==> src/hdl/tlc_cfg.svh <==
// Functional notes
// Software keeps reserved registers at their reset values and writes nothing else there.
// Writing one to the sleep request bit 7 sends the chip to sleep and the bit clears itself.
// Bits 6 and 5 are two modulation switch settings, each zero for ASK and one for FSK.
// The invert bit 3 inverts the encoded stream when one and passes it unchanged when zero.
// Codes 000..111: Manchester, diff Manch, bi-space, bi-mark, Miller, NRZ, PRBS, zero out; 111 here drives the invert bit value.
// The amplitude ramp enable bit 4 turns sloped ASK transitions on when one, off when zero.
`ifndef TLC_CFG_SVH
`define TLC_CFG_SVH

// ----------------------------------------------------------------
// Register map
// ----------------------------------------------------------------
`define TLC_TXCFG2_IDX 8'h05
`define TLC_TXCFG2_ADDR 12'h014
`define TLC_TXCFG2_RST 8'h25
`define TLC_BIT_SLEEP 7
`define TLC_BIT_MOD_HI 6
`define TLC_BIT_MOD_LO 5
`define TLC_BIT_RAMP 4
`define TLC_BIT_INVERT 3
`define TLC_CODE_MSB 2

// ----------------------------------------------------------------
// Timing
// ----------------------------------------------------------------
`define TLC_CLK_PERIOD_NS 10
`define TLC_HALF_BIT_NS 50000
`define TLC_HALF_BIT_CYCLES (`TLC_HALF_BIT_NS / `TLC_CLK_PERIOD_NS)
`define TLC_PRBS_SEED 9'h1FF
`define TLC_PRBS_TAP 4

`endif

==> src/hdl/tlc_pkg.sv <==
package tlc_pkg;
    typedef enum logic [2:0] {
        CODE_MANCH,
        CODE_DIFF_MANCH,
        CODE_BIPHASE_SPACE,
        CODE_BIPHASE_MARK,
        CODE_MILLER,
        CODE_NRZ,
        CODE_PRBS,
        CODE_UNUSED
    } tlc_code_e;

    typedef struct packed {
        logic sleepRequest;
        logic modSwitchSettingHi;
        logic modSwitchSettingLo;
        logic ampRampEnable;
        logic invert;
        tlc_code_e lineCodeSelect;
    } tlc_cfg_s;
endpackage : tlc_pkg

==> src/hdl/tlc_line_coder.sv <==
// Register access over APB was left to the implementer.
`timescale 1ns/1ps
`default_nettype none
`include "tlc_cfg.svh"

module tlc_line_coder
    import tlc_pkg::*;
#(
    parameter int HALF_BIT_CYC = `TLC_HALF_BIT_CYCLES
) (
    input wire logic core_clk,
    input wire logic rst_n,
    input wire logic psel,
    input wire logic penable,
    input wire logic pwrite,
    input wire logic [11:0] paddr,
    input wire logic [31:0] pwdata,
    input wire logic [3:0] pstrb,
    output logic pready,
    output logic [31:0] prdata,
    output logic pslverr,
    input wire logic txEnable,
    input wire logic txData,
    input wire logic modSel,
    output logic txBitTaken,
    output logic txLineOut,
    output logic sleepEnter,
    output logic [1:0] modSwitchSetting,
    output logic ampRampEnable,
    output logic askSlopeOn
);

    // ----------------------------------------------------------------
    // APB slave and configuration register
    // ----------------------------------------------------------------
    tlc_cfg_s cfg_q, cfg_d;
    logic sleep_q, sleep_d;
    logic [31:0] rdata_q, rdata_d;
    logic err_q, err_d;
    logic hit, wrEn;

    assign hit = (paddr == `TLC_TXCFG2_ADDR);
    assign wrEn = psel && penable && pwrite && hit && pstrb[0];
    assign pready = psel && penable;
    assign prdata = rdata_q;
    assign pslverr = pready && err_q;

    // Register next values, sleep bit never stored
    always_comb begin
        cfg_d = cfg_q;
        sleep_d = 1'b0;
        rdata_d = rdata_q;
        err_d = err_q;
        if (wrEn) begin
            cfg_d = tlc_cfg_s'(pwdata[`TLC_BIT_SLEEP:0]);
            cfg_d.sleepRequest = 1'b0;
            sleep_d = pwdata[`TLC_BIT_SLEEP];
        end
        if (psel && !penable) begin
            err_d = !hit;
            rdata_d = hit ? {24'h000000, cfg_q} : 32'h00000000;
        end
    end

    always_ff @(posedge core_clk or negedge rst_n) begin
        if (!rst_n) begin
            cfg_q <= tlc_cfg_s'(`TLC_TXCFG2_RST);
            sleep_q <= 1'b0;
            rdata_q <= 32'h00000000;
            err_q <= 1'b0;
        end else begin
            cfg_q <= cfg_d;
            sleep_q <= sleep_d;
            rdata_q <= rdata_d;
            err_q <= err_d;
        end
    end

    // Configuration outputs; sleepEnter is a one-cycle pulse, askSlopeOn follows modSel
    assign sleepEnter = sleep_q;
    assign modSwitchSetting = {cfg_q.modSwitchSettingHi, cfg_q.modSwitchSettingLo};
    assign ampRampEnable = cfg_q.ampRampEnable;
    assign askSlopeOn = cfg_q.ampRampEnable && !modSwitchSetting[modSel];

    // ----------------------------------------------------------------
    // Half-bit divider
    // ----------------------------------------------------------------
    logic [31:0] halfCnt_q, halfCnt_d;
    logic halfTick;

    assign halfTick = txEnable && (halfCnt_q == 32'(HALF_BIT_CYC - 1));

    always_comb begin
        halfCnt_d = 32'h00000000;
        if (txEnable && !halfTick) begin
            halfCnt_d = halfCnt_q + 32'h00000001;
        end
    end

    always_ff @(posedge core_clk or negedge rst_n) begin
        if (!rst_n) begin
            halfCnt_q <= 32'h00000000;
        end else begin
            halfCnt_q <= halfCnt_d;
        end
    end

    // ----------------------------------------------------------------
    // Line encoder
    // ----------------------------------------------------------------
    logic phase_q, phase_d;
    logic level_q, level_d;
    logic bit_q, bit_d;
    logic prevBit_q, prevBit_d;
    logic [8:0] prbs_q, prbs_d;
    logic out_q, out_d;
    logic taken_q, taken_d;
    logic dat;

    assign dat = phase_q ? bit_q : txData;

    // Level for each half bit per code
    always_comb begin
        phase_d = phase_q;
        level_d = level_q;
        bit_d = bit_q;
        prevBit_d = prevBit_q;
        prbs_d = prbs_q;
        taken_d = 1'b0;
        if (halfTick) begin
            phase_d = !phase_q;
            if (!phase_q) begin
                bit_d = txData;
                taken_d = 1'b1;
            end else begin
                prevBit_d = bit_q;
            end
            unique case (cfg_q.lineCodeSelect)
                CODE_MANCH: level_d = phase_q ? !dat : dat;
                CODE_DIFF_MANCH: level_d = (phase_q || !dat) ? !level_q : level_q;
                CODE_BIPHASE_SPACE: level_d = (!phase_q || !dat) ? !level_q : level_q;
                CODE_BIPHASE_MARK: level_d = (!phase_q || dat) ? !level_q : level_q;
                CODE_MILLER: begin
                    if (phase_q) begin
                        level_d = dat ? !level_q : level_q;
                    end else begin
                        level_d = (!dat && !prevBit_q) ? !level_q : level_q;
                    end
                end
                CODE_NRZ: level_d = dat;
                CODE_PRBS: begin
                    level_d = dat ^ prbs_q[8];
                    if (phase_q) begin
                        prbs_d = {prbs_q[7:0], prbs_q[8] ^ prbs_q[`TLC_PRBS_TAP]};
                    end
                end
                CODE_UNUSED: level_d = 1'b0;
            endcase
        end
        if (!txEnable) begin
            phase_d = 1'b0;
        end
        out_d = halfTick ? (level_d ^ cfg_q.invert) : out_q;
    end

    always_ff @(posedge core_clk or negedge rst_n) begin
        if (!rst_n) begin
            phase_q <= 1'b0;
            level_q <= 1'b0;
            bit_q <= 1'b0;
            prevBit_q <= 1'b0;
            prbs_q <= `TLC_PRBS_SEED;
            out_q <= 1'b0;
            taken_q <= 1'b0;
        end else begin
            phase_q <= phase_d;
            level_q <= level_d;
            bit_q <= bit_d;
            prevBit_q <= prevBit_d;
            prbs_q <= prbs_d;
            out_q <= out_d;
            taken_q <= taken_d;
        end
    end

    assign txLineOut = out_q;
    assign txBitTaken = taken_q;

    // ----------------------------------------------------------------
    // Assertions
    // ----------------------------------------------------------------
    property p_sleep_pulse;
        @(posedge core_clk) disable iff (!rst_n)
        (wrEn && pwdata[`TLC_BIT_SLEEP]) |=> sleepEnter ##1 !sleepEnter;
    endproperty
    a_sleep_pulse: assert property (p_sleep_pulse) else $error("sleep pulse wrong");

    property p_sleep_reads_zero;
        @(posedge core_clk) disable iff (!rst_n)
        !prdata[`TLC_BIT_SLEEP];
    endproperty
    a_sleep_reads_zero: assert property (p_sleep_reads_zero) else $error("sleep bit stuck");

    property p_mod_setting;
        @(posedge core_clk) disable iff (!rst_n)
        wrEn |=> modSwitchSetting == $past(pwdata[`TLC_BIT_MOD_HI:`TLC_BIT_MOD_LO]);
    endproperty
    a_mod_setting: assert property (p_mod_setting) else $error("mod setting lost");

    property p_invert;
        @(posedge core_clk) disable iff (!rst_n)
        halfTick |=> txLineOut == (level_q ^ $past(cfg_q.invert));
    endproperty
    a_invert: assert property (p_invert) else $error("inversion wrong");

    property p_unused_zero;
        @(posedge core_clk) disable iff (!rst_n)
        (halfTick && cfg_q.lineCodeSelect == CODE_UNUSED) |=> txLineOut == $past(cfg_q.invert);
    endproperty
    a_unused_zero: assert property (p_unused_zero) else $error("unused code not zero");

    property p_manch_mid;
        @(posedge core_clk) disable iff (!rst_n)
        (halfTick && phase_q && cfg_q.lineCodeSelect == CODE_MANCH && !wrEn)
            |=> txLineOut != $past(txLineOut);
    endproperty
    a_manch_mid: assert property (p_manch_mid) else $error("no mid-bit edge");

    property p_ramp;
        @(posedge core_clk) disable iff (!rst_n)
        askSlopeOn == (cfg_q.ampRampEnable
            && !(modSel ? cfg_q.modSwitchSettingHi : cfg_q.modSwitchSettingLo));
    endproperty
    a_ramp: assert property (p_ramp) else $error("slope gating wrong");

    property p_ramp_write;
        @(posedge core_clk) disable iff (!rst_n)
        wrEn |=> ampRampEnable == $past(pwdata[`TLC_BIT_RAMP]);
    endproperty
    a_ramp_write: assert property (p_ramp_write) else $error("ramp enable lost");

endmodule : tlc_line_coder

`default_nettype wire

==> config.mk <==
export PLATFORM = sky130hd
export DESIGN_NAME = tlc_line_coder
export DESIGN_NICKNAME = d
export VERILOG_FILES = /design/src/hdl/tlc_pkg.sv /design/src/hdl/tlc_line_coder.sv
export VERILOG_INCLUDE_DIRS = /design/src /design/src/hdl
export SDC_FILE = /design/constraint.sdc
export NUM_CORES = 1
export LEC_CHECK = 0
export ABC_AREA = 1
export BUFFER_PORTS_ARGS = -buffer_cell sky130_fd_sc_hd__buf_2
export CORE_ASPECT_RATIO = 0.5
export CORE_UTILIZATION = 59
export CTS_BUF_LIST = sky130_fd_sc_hd__clkbuf_8
export DETAILED_ROUTE_END_ITERATION = 10
export GPL_ROUTABILITY_DRIVEN = 0
export PLACE_DENSITY = 0.89
export SYNTH_ARGS = -nofsm -noshare
export SYNTH_HDL_FRONTEND = slang
export SYNTH_SLANG_ARGS = --single-unit
==> constraint.sdc <==
create_clock -name core_clk -period 3.5 [get_ports core_clk]
set_input_delay 0.7 -clock core_clk [delete_from_list [all_inputs] [get_ports core_clk]]
set_output_delay 0.7 -clock core_clk [all_outputs]
set_load 0.1 [all_outputs]
Word level (Yosys, flattened, before mapping)
Index checks and enable logic that the tools add are counted.
Word-level totals
  bits in registers: 88
  bits of input ports: 56
  output and inout port bits: 41
  logic and storage cells: 74
Operators by class
  $add $sub $neg: 1
  $lt $le $gt $ge: 1
  equal/unequal tests: 10
  muxes and demuxes: 19
  bitwise logic cells: 3
  reductions and logical operators: 24
Operator list (number)
  $add 32x1->32 const B: 1
  $eq 32x13->1 const B: 1
  $mux 32: 1
  $mux 1: 16
  $eq 12x5->1 const B: 1
  $eq 3x3->1 const B: 4
  $logic_and 1x1->1: 10
  $logic_not 1->1: 8
  $pmux 1 s8: 1
  $mux 7: 1
  $eq 3x2->1 const B: 2
  $eq 3x1->1 const B: 1
  $logic_not 3->1: 1
  $logic_or 1x1->1: 3
  $reduce_and 3->1: 1
  $xor 1x1->1: 3
  $lt 1x2->1 const B: 1
  $ne 2x1->1 const B: 1
  $reduce_and 2->1: 1

Depth between registers and ports, before layout
Gate-level depths: netlist of run 1.
  depth after elaboration: 8
  depth in mapped cells: 13
  mapped depth without buffers: 13

Worst setup path before layout of run 1
Ideal clock, no wire load.
  path type: register to output
  start: reg cfg_q, in the netlist ampRampEnable
  end: out askSlopeOn
  arrival time: 3330 ps
  required time: 2800 ps
  path slack: -530 ps
  stages on the path, launching flop included: 3
  path buffers: 0
  cells stage by stage: dfrtp_1 -> inv_1 -> a211oi_1
On the way
  longest elaborated chain between the ends: 1
RTL lines
  from (decl): RTL line tlc_line_coder.sv:36  | tlc_cfg_s cfg_q, cfg_d;
  from (signal assigned): RTL line tlc_line_coder.sv:67  | cfg_q <= tlc_cfg_s'(`TLC_TXCFG2_RST);
  from (signal assigned): RTL line tlc_line_coder.sv:72  | cfg_q <= cfg_d;
  $logic_and 1x1->1: RTL line tlc_line_coder.sv:83  | assign askSlopeOn = cfg_q.ampRampEnable && !modSwitchSetting[modSel];
  to (decl): RTL line tlc_line_coder.sv:30  | output logic askSlopeOn
Every way passes these cells.

Final worst setup path of run 1
  start: in penable
  end: out pslverr
On the way
  longest elaborated chain between the ends: 2
RTL lines
  from (decl): RTL line tlc_line_coder.sv:14  | input wire logic penable,
  $logic_and 1x1->1: RTL line tlc_line_coder.sv:44  | assign pready = psel && penable;
  $logic_and 1x1->1: RTL line tlc_line_coder.sv:46  | assign pslverr = pready && err_q;
  to (decl): RTL line tlc_line_coder.sv:21  | output logic pslverr,
Every way passes these cells.

==> results of run 1 <==
cells by family after synthesis:
| logic type | count (synthesis) | share of synthesized area, % |
|---|---|---|
| XOR/XNOR | 8 | 1.93 |
| other | 1 | 0.103 |
| flip-flops | 63 | 43.8 |
| AND/OR/NAND/NOR | 239 | 32.0 |
| AO/OA/AOI/OAI | 63 | 9.33 |
| adder cells (fa/ha/maj) | 1 | 0.344 |
| buffers and inverters | 90 | 12.5 |
power by group:
group          switching (mW)  total [mW]  internal [mW]
Sequential            0.00262       0.734          0.732
Combinational           0.163       0.184         0.0202
Clock                   0.280       0.594          0.314
state kept, by name (all words and copies together), names as in the netlist:
| register | cells |
|---|---|
| sleepEnter | 1 |
| phase_q | 1 |
| txLineOut | 1 |
| halfCnt_q | 32 |
| bit_q | 1 |
| ampRampEnable | 1 |
| level_q | 1 |
| prbs_q | 9 |
| cfg_q | 4 |
| prevBit_q | 1 |
| modSwitchSetting | 2 |
| prdata | 7 |
| txBitTaken | 1 |
| err_q | 1 |
area by class of cell:
class,count,area [sq um],area share (%)
inverter,59,223,5.55
timing repair buffer,45,228,5.68
clock buffer,12,165,4.12
sequential,63,1590,39.7
multi-input combinational,336,1690,42.0
clock inverter,4,28.8,0.717
tap,73,91.3,2.28
through the flow:
stage	area, sq um	util [%]	std cells
4_1_cts	4010	70.3	592
3_5_place_dp	3820	66.9	576
5_1_grt	4010	70.3	592
3_3_place_gp	3820	66.9	576
2_1_floorplan	3730	-	489
6_report	4010	70.3	592
layer usage:
layer	up-vias	wire [um]	track usage, %
met4	0	118	9.96
li1	1561	-	-
met1	1458	3250	30.1
met2	116	3590	46.2
met3	12	442	6.38
met5	-	0	0
worst paths after layout:
kind,from,end,slack [ns],depth (start not counted)
min in group core_clk,prbs_q[1],prbs_q[1],0.46,2
worst max register to register,halfCnt_q[18],prbs_q[0],1.57,9
worst max-delay path,penable,pslverr,1.32,4
max in group asynchronous,rst_n,cfg_q[0],2.18,2
worst min-delay path,rst_n,halfCnt_q[8],0.41,1
worst min register to register,prbs_q[1],prbs_q[1],0.46,2
cells in the mapped netlist, types with 8 or more instances:
cell type and count:
dfrtp_1 51, nor2_1 56, a21oi_1 15, nand3_1 28, nand2_1 93, nand4_1 12
o21ai_0 29, buf_4 28, nor3_1 16, inv_1 52, o21ai_1 8, dfstp_2 12
placed cells by master (no fill, tap or decap), types with 6 or more instances in the layout:
master,n
inv_1,52
buf_2,44
clkbuf_8,12
o21ai_0,29
nor2_1,56
dfstp_2,12
nor3_1,16
nand4_1,12
conb_1,25
nand2_1,93
o21ai_1,8
inv_2,6
a21oi_1,15
nor2_2,6
dfrtp_1,51
nand3_1,28
xor2_1,6
worst register-to-register path, cell delays in order (launching register included):
cell and delay [ns]:
dfrtp_1 0.43, inv_1 0.12, nand2_1 0.06, nor2_1 0.20, nand3_1 0.12, nor2_1 0.10
nand3_1 0.10, nor2_2 0.34, nand2_2 0.22, o21ai_1 0.17
==> reports/results.ini, run 1 <==
[clock_tree]
cts_buffers = 9
clk_latency_ns = 0.34
clk_path_buf_depth = 2
cts.htree.levels = 3
clk_pin_slew_ns = 0.07
tritoncts = yes
post_cts_buffers = 0
cts_sinks = 63
cts_root_buf = clkbuf_8
cts_hold_buf = 0
ctsResizeCount = 0

[sta]
period_share_pct = 62.3
rsz0062_at_grt = false
skew_ns = 0.00534
fin_hold_ws_ns = 0.412
period_minus_slack_ns = 2.18
relSlewSlack_pct = 50.2
setup-tns-final_ns = 0
timing.final.hold_violations = 0
fmax_mhz = 458
setup_violations = 0
worst_pin_slew_ns = 0.746
slew_viol_final = 0
finalWorstSetupSlack_ns = 1.32

[power]
p_leak_nw = 1.94
pwr_density_cell_nw_per_um2 = 377
vdd_drop_max_v = 0.000237
p_total_mw = 1.51

[cells_and_area]
areaGrowthSynthToFinish_pct = 10.4
drive_above_1_share_pct = 20.4
final_nets = 571
fillers = 439
antenna_cells = 0

[critical_path]
cp.required_ns = 2.80
critPathLaunchType = input port
slowest_stage = buf_2
crit_fanout = 9
max_stage_delay_ns = 0.43
cp.buffers_inverters = 2
crit_top_cell = buf_2
crit_arrival_ns = 1.48
critPathKind = input port to output port
critical-path-top-delay-family = buffers and inverters
endpoint_kind = output port
crit_chain = buf_2, nand2_1, nor2_1, buf_2

[grt]
grt_max_degree = 35
grt_usage_pct = 25.6
grt_pass1_vias = 2979
grt_first_pass_wirelength_mm = 12.9
grt-ovfl-total = 0
antenna_found_initial = 0

[detailed_routing]
drt-vias-per-instance = 5.32
drt_iter0_markers = 200
wl_per_cell_um = 12.5
detail-route-antenna-nets = 0
drt_wl_total_mm = 7.40
first_pass_iters = 5
drc = 0
vias = 3147

[flow_run]
maxCapViolations = 0

[synth]
synth_edf_count = 0
yosysWarnings = 0
synth_top_cell_by_area = dfrtp_1
yosys-top-cells-area = dfrtp_1, nand2_1, dfstp_2, buf_4, nor2_1
synth_cell_types = 42
synth-seq-cells = 63
ys_async_sr_fraction_pct = 100
seq_area_frac_synth_pct = 43.8
synth_cells = 465
synth_area_sq_um = 3640
syn_avg_cell_area_sq_um = 7.82
synth_top_area_share_pct = 35.1
ys.flop_type = dfrtp_1

[floorplan]
initial_core_util_pct = 63.7
die_h_um = 57.5
die_width_um = 113
fp.coreArea_sq_um = 5710
pin_count = 97
core.rowCount = 19
die_area_sq_um = 6500

[placed_design]
portBuffers = 44
preCtsSetupSlack_ns = 1.25
hpwl_mm = 5.24

[outcome]
status = complete, no violations

[hold_path]
hp-class = input port to async pin

Power figures use the tool's default switching activity.
==> run 2, diff against run 1 <==
--- a/config.mk
+++ b/config.mk
@@ -9,11 +9,11 @@
 export ABC_AREA = 1
 export BUFFER_PORTS_ARGS = -buffer_cell sky130_fd_sc_hd__buf_2
 export CORE_ASPECT_RATIO = 0.5
-export CORE_UTILIZATION = 59
+export CORE_UTILIZATION = 55
 export CTS_BUF_LIST = sky130_fd_sc_hd__clkbuf_8
 export DETAILED_ROUTE_END_ITERATION = 10
 export GPL_ROUTABILITY_DRIVEN = 0
-export PLACE_DENSITY = 0.89
+export PLACE_DENSITY = 0.84
 export SYNTH_ARGS = -nofsm -noshare
 export SYNTH_HDL_FRONTEND = slang
 export SYNTH_SLANG_ARGS = --single-unit
==> constraint.sdc (replaced) <==
create_clock -name core_clk -period 2.1 [get_ports core_clk]
set_input_delay 0.42 -clock core_clk [delete_from_list [all_inputs] [get_ports core_clk]]
set_output_delay 0.42 -clock core_clk [all_outputs]
set_load 0.1 [all_outputs]
==> run 2 against run 1 <==
  * Total power increased by 65%
  * Sequential power grew 66%
  * Critical endpoint is now askSlopeOn
  * Setup slack got worse by 1.1 ns
  * Clock skew rose by 0.0045 ns
  * Register-to-register slack worse by 1.4 ns
  * Clock power increased by 62%
  * Critical path depth stayed put
  * Die area increased by 7.1%
  * Sequential cell count stayed put
  * First-iteration DRC count rose by 23%
==> reports/results.ini, run 2 (synthesis gave the netlist of run 1 again) <==
[cells_and_area]
areaGrowthSynthToFinish_pct = 12.1
layout.cells.non_filler = 611  ; +3.2%
final_common_cell = nand2_1
drive_above_1_share_pct = 21.4  ; +0.99 points
final_nets = 575  ; +0.70%
final_cell_mix = nand2_1, nor2_1, inv_1, dfrtp_1, buf_2
top_register = halfCnt_q
largest_register_ff_count = 32  ; unchanged
antenna_cells = 0  ; unchanged

[placed_design]
portBuffers = 44  ; unchanged
hpwl_mm = 5.31  ; +1.2%
dp_cells = 595  ; +3.3%

[critical_path]
critPathLaunchType = register
r2r-start = halfCnt_q[0]
crit_fanout = 3  ; -6
reg2reg_depth = 10  ; +1
cp.required_ns = 1.68  ; -1.12 ns
r2r-end = halfCnt_q[28]
endpoint_kind = output port
critPathKind = register to output port
ff2ff_setup_slack_ns = 0.20  ; -1.37 ns
crit_arrival_ns = 1.49  ; about the same

[grt]
grt_first_pass_wirelength_mm = 12.3  ; -4.1%
grt_max_degree = 47  ; +34%
grt_usage_pct = 23.7  ; -1.9 points
grt-ovfl-total = 0  ; unchanged
antenna_found_initial = 0  ; unchanged
grt_pass1_vias = 2824  ; -5.2%

[sta]
rsz0062_at_grt = false
skew_ns = 0.00983  ; +0.00449 ns
fin_hold_ws_ns = 0.00235  ; -0.410 ns
period_share_pct = 91.2
fmax_mhz = 522
timing.final.hold_violations = 0  ; unchanged
setup_violations = 0  ; unchanged
period_minus_slack_ns = 1.91
setup-tns-final_ns = 0  ; unchanged
slew_viol_final = 0  ; unchanged

[clock_tree]
clk_path_buf_depth = 2  ; unchanged
post_cts_buffers = 0  ; unchanged
tritoncts = yes
ctsResizeCount = 0  ; unchanged
cts_root_buf = clkbuf_8
clk_latency_ns = 0.35  ; about the same
cts_sinks = 63  ; unchanged
cts_hold_buf = 0  ; unchanged
cts_buffers = 9  ; unchanged
cts.htree.levels = 3  ; unchanged
clk_pin_slew_ns = 0.07  ; about the same

[detailed_routing]
first_pass_iters = 6  ; +1
drc = 0  ; unchanged
drt_wl_total_mm = 7.37  ; -0.49%
vias = 3169  ; +0.70%
drt-vias-per-instance = 5.19  ; -2.4%
drt_iter0_markers = 246  ; +23%
wl_met2_mm = 3.49  ; -2.8%
routed.top_layer = met4
wl_per_cell_um = 12.1  ; -3.6%
dr_wl_met3_um = 528  ; +19%
m1WireLength_mm = 3.22  ; -0.86%
detail-route-antenna-nets = 0  ; unchanged

[power]
vdd_drop_max_v = 0.000273  ; +15%
p_leak_nw = 1.95  ; +0.84%
p_sw_mw = 0.780  ; +75%
p_int_mw = 1.72  ; +61%
power_frac_clock_pct = 38.6  ; -0.7 points
pwr_density_cell_nw_per_um2 = 613  ; +63%
seqPwrFrac_pct = 48.9  ; +0.3 points
combPwrFrac_pct = 12.4  ; +0.3 points
p_sw_share_pct = 31.2  ; +1.7 points

[floorplan]
core.rowCount = 20  ; +1
pin_count = 97  ; unchanged
initial_core_util_pct = 58.4  ; -5.4 points
die_h_um = 59.5  ; +3.5%
die_width_um = 117  ; +3.5%
die_area_sq_um = 6960  ; +7.1%
fp.coreArea_sq_um = 6230  ; +9.2%

[outcome]
status = complete, no violations

[hold_path]
hp-class = input port to async pin

[flow_run]
maxCapViolations = 0  ; unchanged

## run 2: cell type report
class	count	area, sq um
Fill cell	519	2160
Clock inverter	6	46.3
Timing Repair Buffer	49	270
Sequential cell	63	1590
Multi-Input combinational cell	336	1700
Clock buffer	10	138
Inverter	59	223
Tap cell	88	110
## run 2: metrics by stage
step	setup WS, ns	power [mW]	util (%)	area, sq um
after floorplan	0.0111	1.53	-	3740
after global placement	0.317	1.56	62.4	3890
after detailed placement	0.249	1.56	62.4	3890
after CTS	0.165	2.52	65.4	4080
after global routing	0.0189	2.59	65.4	4080
final	0.186	2.50	65.4	4080
## run 2: worst max path at each step
stage | start | to | depth (start not counted)
final | modSwitchSetting[0] | askSlopeOn | 4
after global routing | halfCnt_q[0] | halfCnt_q[28] | 10
after CTS | modSwitchSetting[0] | askSlopeOn | 4
after detailed placement | halfCnt_q[0] | halfCnt_q[28] | 10
after global placement | halfCnt_q[0] | halfCnt_q[20] | 10
after floorplan | ampRampEnable | askSlopeOn | 2
## run 2: critical path: stages, from the launching register on
cell	delay, ns
dfstp_2	0.38
inv_1	0.07
nor2_1	0.06
a211oi_4	0.18
buf_2	0.45
## run 2: power by group through the flow
stage | clock (mW) | combinational (mW) | sequential, mW
2_1_floorplan | 0 | 0.281 | 1.24
3_3_place_gp | 0 | 0.310 | 1.25
3_5_place_dp | 0 | 0.312 | 1.25
4_1_cts | 0.980 | 0.312 | 1.22
5_1_grt | 1.04 | 0.334 | 1.22
6_report | 0.965 | 0.311 | 1.22
## run 2: routing by layer
metal | vias up | GRT usage [%]
met5 | - | 0
met4 | 0 | 8.32
met3 | 19 | 7.87
met2 | 144 | 39.6
met1 | 1446 | 29.2
li1 | 1560 | -
==> run 3, diff against run 2 <==
--- a/config.mk
+++ b/config.mk
@@ -6,10 +6,9 @@
 export SDC_FILE = /design/constraint.sdc
 export NUM_CORES = 1
 export LEC_CHECK = 0
-export ABC_AREA = 1
 export BUFFER_PORTS_ARGS = -buffer_cell sky130_fd_sc_hd__buf_2
 export CORE_ASPECT_RATIO = 0.5
-export CORE_UTILIZATION = 55
+export CORE_UTILIZATION = 54
 export CTS_BUF_LIST = sky130_fd_sc_hd__clkbuf_8
 export DETAILED_ROUTE_END_ITERATION = 10
 export GPL_ROUTABILITY_DRIVEN = 0
==> run 3 against run 2 <==
  * The run now ends with DRC, setup timing left
  * Synthesized area is 9.9% lower
  * Clock power increased by 7%
  * Critical endpoint is now prevBit_q
  * Highest routed layer unchanged
  * Critical path depth increased by 2
==> reports/results.ini, run 3 <==
[clock_tree]
tritoncts = yes
cts_buffers = 9  ; unchanged
cts_root_buf = clkbuf_8
clk_latency_ns = 0.35  ; about the same
cts_sinks = 63  ; unchanged
clk_pin_slew_ns = 0.07  ; about the same
cts.htree.levels = 3  ; unchanged
cts_hold_buf = 0  ; unchanged
clk_path_buf_depth = 2  ; unchanged

[cells_and_area]
antenna_cells = 0  ; unchanged
largest_register_ff_count = 32  ; unchanged
fillers = 366  ; -29%
areaGrowthSynthToFinish_pct = 19.2
final_cell_mix = dfrtp_1, buf_2, nor2_1, nand2_1, conb_1
final_util_pct = 69.0  ; +3.6 points
final_common_cell = dfrtp_1
drive_above_1_share_pct = 32.4  ; +11 points
final_nets = 447  ; -22%
layout.cells.non_filler = 468  ; -23%
top_register = halfCnt_q

[hold_path]
hp-class = input port to async pin

[synth]
synthTopCellsByCount = dfrtp_1, nor2_1, nand2_1, buf_4, xor2_1
ys.flop_type = dfrtp_1
syn_avg_cell_area_sq_um = 9.92  ; +27%
synth_edf_count = 0  ; unchanged
synth_top_area_share_pct = 39.0  ; +3.9 points
synth_top_cell_by_area = dfrtp_1
synth_cells = 330  ; -29%
ys_async_sr_fraction_pct = 100  ; unchanged
yosysWarnings = 0  ; unchanged
synth-seq-cells = 63  ; unchanged
yosys-top-cells-area = dfrtp_1, dfstp_2, buf_4, nor2_1, xor2_1
synth_area_sq_um = 3270  ; -9.9%
synth_cell_types = 43  ; +2.4%
seq_area_frac_synth_pct = 48.6  ; +4.8 points
yosysMostFrequentCell = dfrtp_1

[critical_path]
cp.buffers_inverters = 0  ; -2
reg2reg_depth = 6  ; -4
crit_arrival_ns = 2.57  ; +1.08 ns
cp.required_ns = 2.34  ; +0.66 ns
crit_fanout = 6  ; +3
endpoint_kind = register
crit_chain = or4_4, or4_4, nor3_4, nand2_4, nor2_2, mux2_2
critical-path-top-delay-family = simple AND/OR/NAND/NOR gates
cp.depth = 6  ; +2
slowest_stage = or4_4
critPathKind = register to register
critPathLaunchType = register
max_stage_delay_ns = 0.53  ; +0.08 ns
crit_top_cell = or4_4

[floorplan]
die_width_um = 112  ; -4.2%
die_area_sq_um = 6400  ; -8.1%
pin_count = 97  ; unchanged
die_h_um = 57.1  ; -4.1%
initial_core_util_pct = 57.9  ; -0.48 points
core.rowCount = 19  ; -5.0%
fp.coreArea_sq_um = 5660  ; -9.2%

[detailed_routing]
vias = 2595  ; -18%
drt_wl_total_mm = 7.66  ; +4.0%
drc = 10  ; +10
detail-route-antenna-nets = 0  ; unchanged
first_pass_iters = 7  ; +1
drt_iter0_markers = 293  ; +19%
wl_per_cell_um = 16.4  ; +36%
drt-vias-per-instance = 5.54  ; +6.9%

[sta]
slew_viol_final = 0  ; unchanged
worst_pin_slew_ns = 0.522
setup_violations = 13  ; +13
setup-tns-final_ns = -2.43  ; -2.43 ns
rsz0062_at_grt = true
period_share_pct = 111  ; +20 points
skew_ns = 0.0152  ; +0.00541 ns
finalWorstSetupSlack_ns = -0.231  ; -0.417 ns
fmax_mhz = 429  ; -18%
period_minus_slack_ns = 2.33  ; +0.417 ns
relSlewSlack_pct = 64.3
timing.final.hold_violations = 0  ; unchanged

[grt]
antenna_found_initial = 0  ; unchanged
grt_first_pass_wirelength_mm = 11.7  ; -5.4%
grt_pass1_vias = 2614  ; -7.4%
grt_usage_pct = 23.6  ; -0.085 points
grt-ovfl-total = 0  ; unchanged
grt_max_degree = 64  ; +36%

[power]
p_leak_nw = 1.85  ; -5.2%
p_total_mw = 2.57  ; +3.0%
pwr_density_cell_nw_per_um2 = 660  ; +7.6%
vdd_drop_max_v = 0.000389  ; +43%

[flow_run]
maxCapViolations = 0  ; unchanged

[placed_design]
hpwl_mm = 4.83  ; -9.0%
dp_cells = 448  ; -25%
portBuffers = 44  ; unchanged

[outcome]
failed_checks = DRC, setup timing
status = finished with violations

## run 3: cell count changes after synthesis, sizes merged, moves of 17 or more
cell / delta
nand3: -21
o21ai: -26
nor3: -17
nor2: -20
mux2: +18
nand2: -63
inv: -52
## run 3: through the flow
stage          hold WS (ns)  instance area (sq um)  setup slack (ns)
6_report             0.0702                   3900            -0.231
5_1_grt              0.0946                   3900            -0.290
4_1_cts              0.0806                   3820            -0.184
3_5_place_dp          0.454                   3570            -0.194
3_3_place_gp          0.446                   3570            -0.145
2_1_floorplan         0.124                   3370            -0.153
## run 3: worst reg2reg max path, stage by stage (launching register included)
cell and delay [ns]:
dfrtp_1 0.39, or4_4 0.53, or4_4 0.44, nor3_4 0.21, nand2_4 0.15, nor2_2 0.16, mux2_2 0.34
## run 3: final timing paths
kind,start,endpoint,slack (ns)
max,halfCnt_q[20],prevBit_q,-0.23
min,rst_n,halfCnt_q[19],0.07
max reg2reg,halfCnt_q[20],prevBit_q,-0.23
min reg2reg,err_q,err_q,0.50
max in group asynchronous,rst_n,prbs_q[6],1.71
min in group core_clk,pwdata[7],sleepEnter,0.28
## run 3: cell type report
type / instances / area [sq um] / share of cell area, %
Clock inverter: 7 / 66.3 / 1.70
Tap cell: 73 / 91.3 / 2.34
Inverter: 6 / 22.5 / 0.577
Multi-Input combinational cell: 247 / 1620 / 41.5
Timing Repair Buffer: 63 / 388 / 9.94
Clock buffer: 9 / 124 / 3.17
Sequential cell: 63 / 1590 / 40.8
## run 3: power breakdown
part	total (mW)	internal, mW	switching [mW]	leakage, nW
registers	1.23	1.22	0.00499	0.831
clock network	1.03	0.538	0.489	0.0924
logic	0.321	0.0456	0.276	0.928
total	2.57	1.81	0.770	1.85
## run 3: kinds of logic after synthesis
group	share of synthesized area, %
other cells	0.115
mux	6.80
fa+ha+maj	0.382
flops	48.6
xor+xnor	9.09
buf+inv	8.48
simple gates	22.5
compound gates	4.05
## run 3: layer usage
layer	vias to the layer above	share of wire, %	GRT usage (%)	routed length (um)
met5	-	0	0	0
met4	0	2.9	9.33	221
met3	19	6.4	7.33	491
met2	129	52	42.9	3950
met1	1254	39	26.7	3000
li1	1193	-	-	-
## run 3: what timing repair did
item / in CTS / in global routing
gates resized for setup: 6 / 18
pin swaps: 2 / 6
gates cloned: 1 / 0
setup buffers: 2 / 1
setup endpoints to repair: 13 / 16
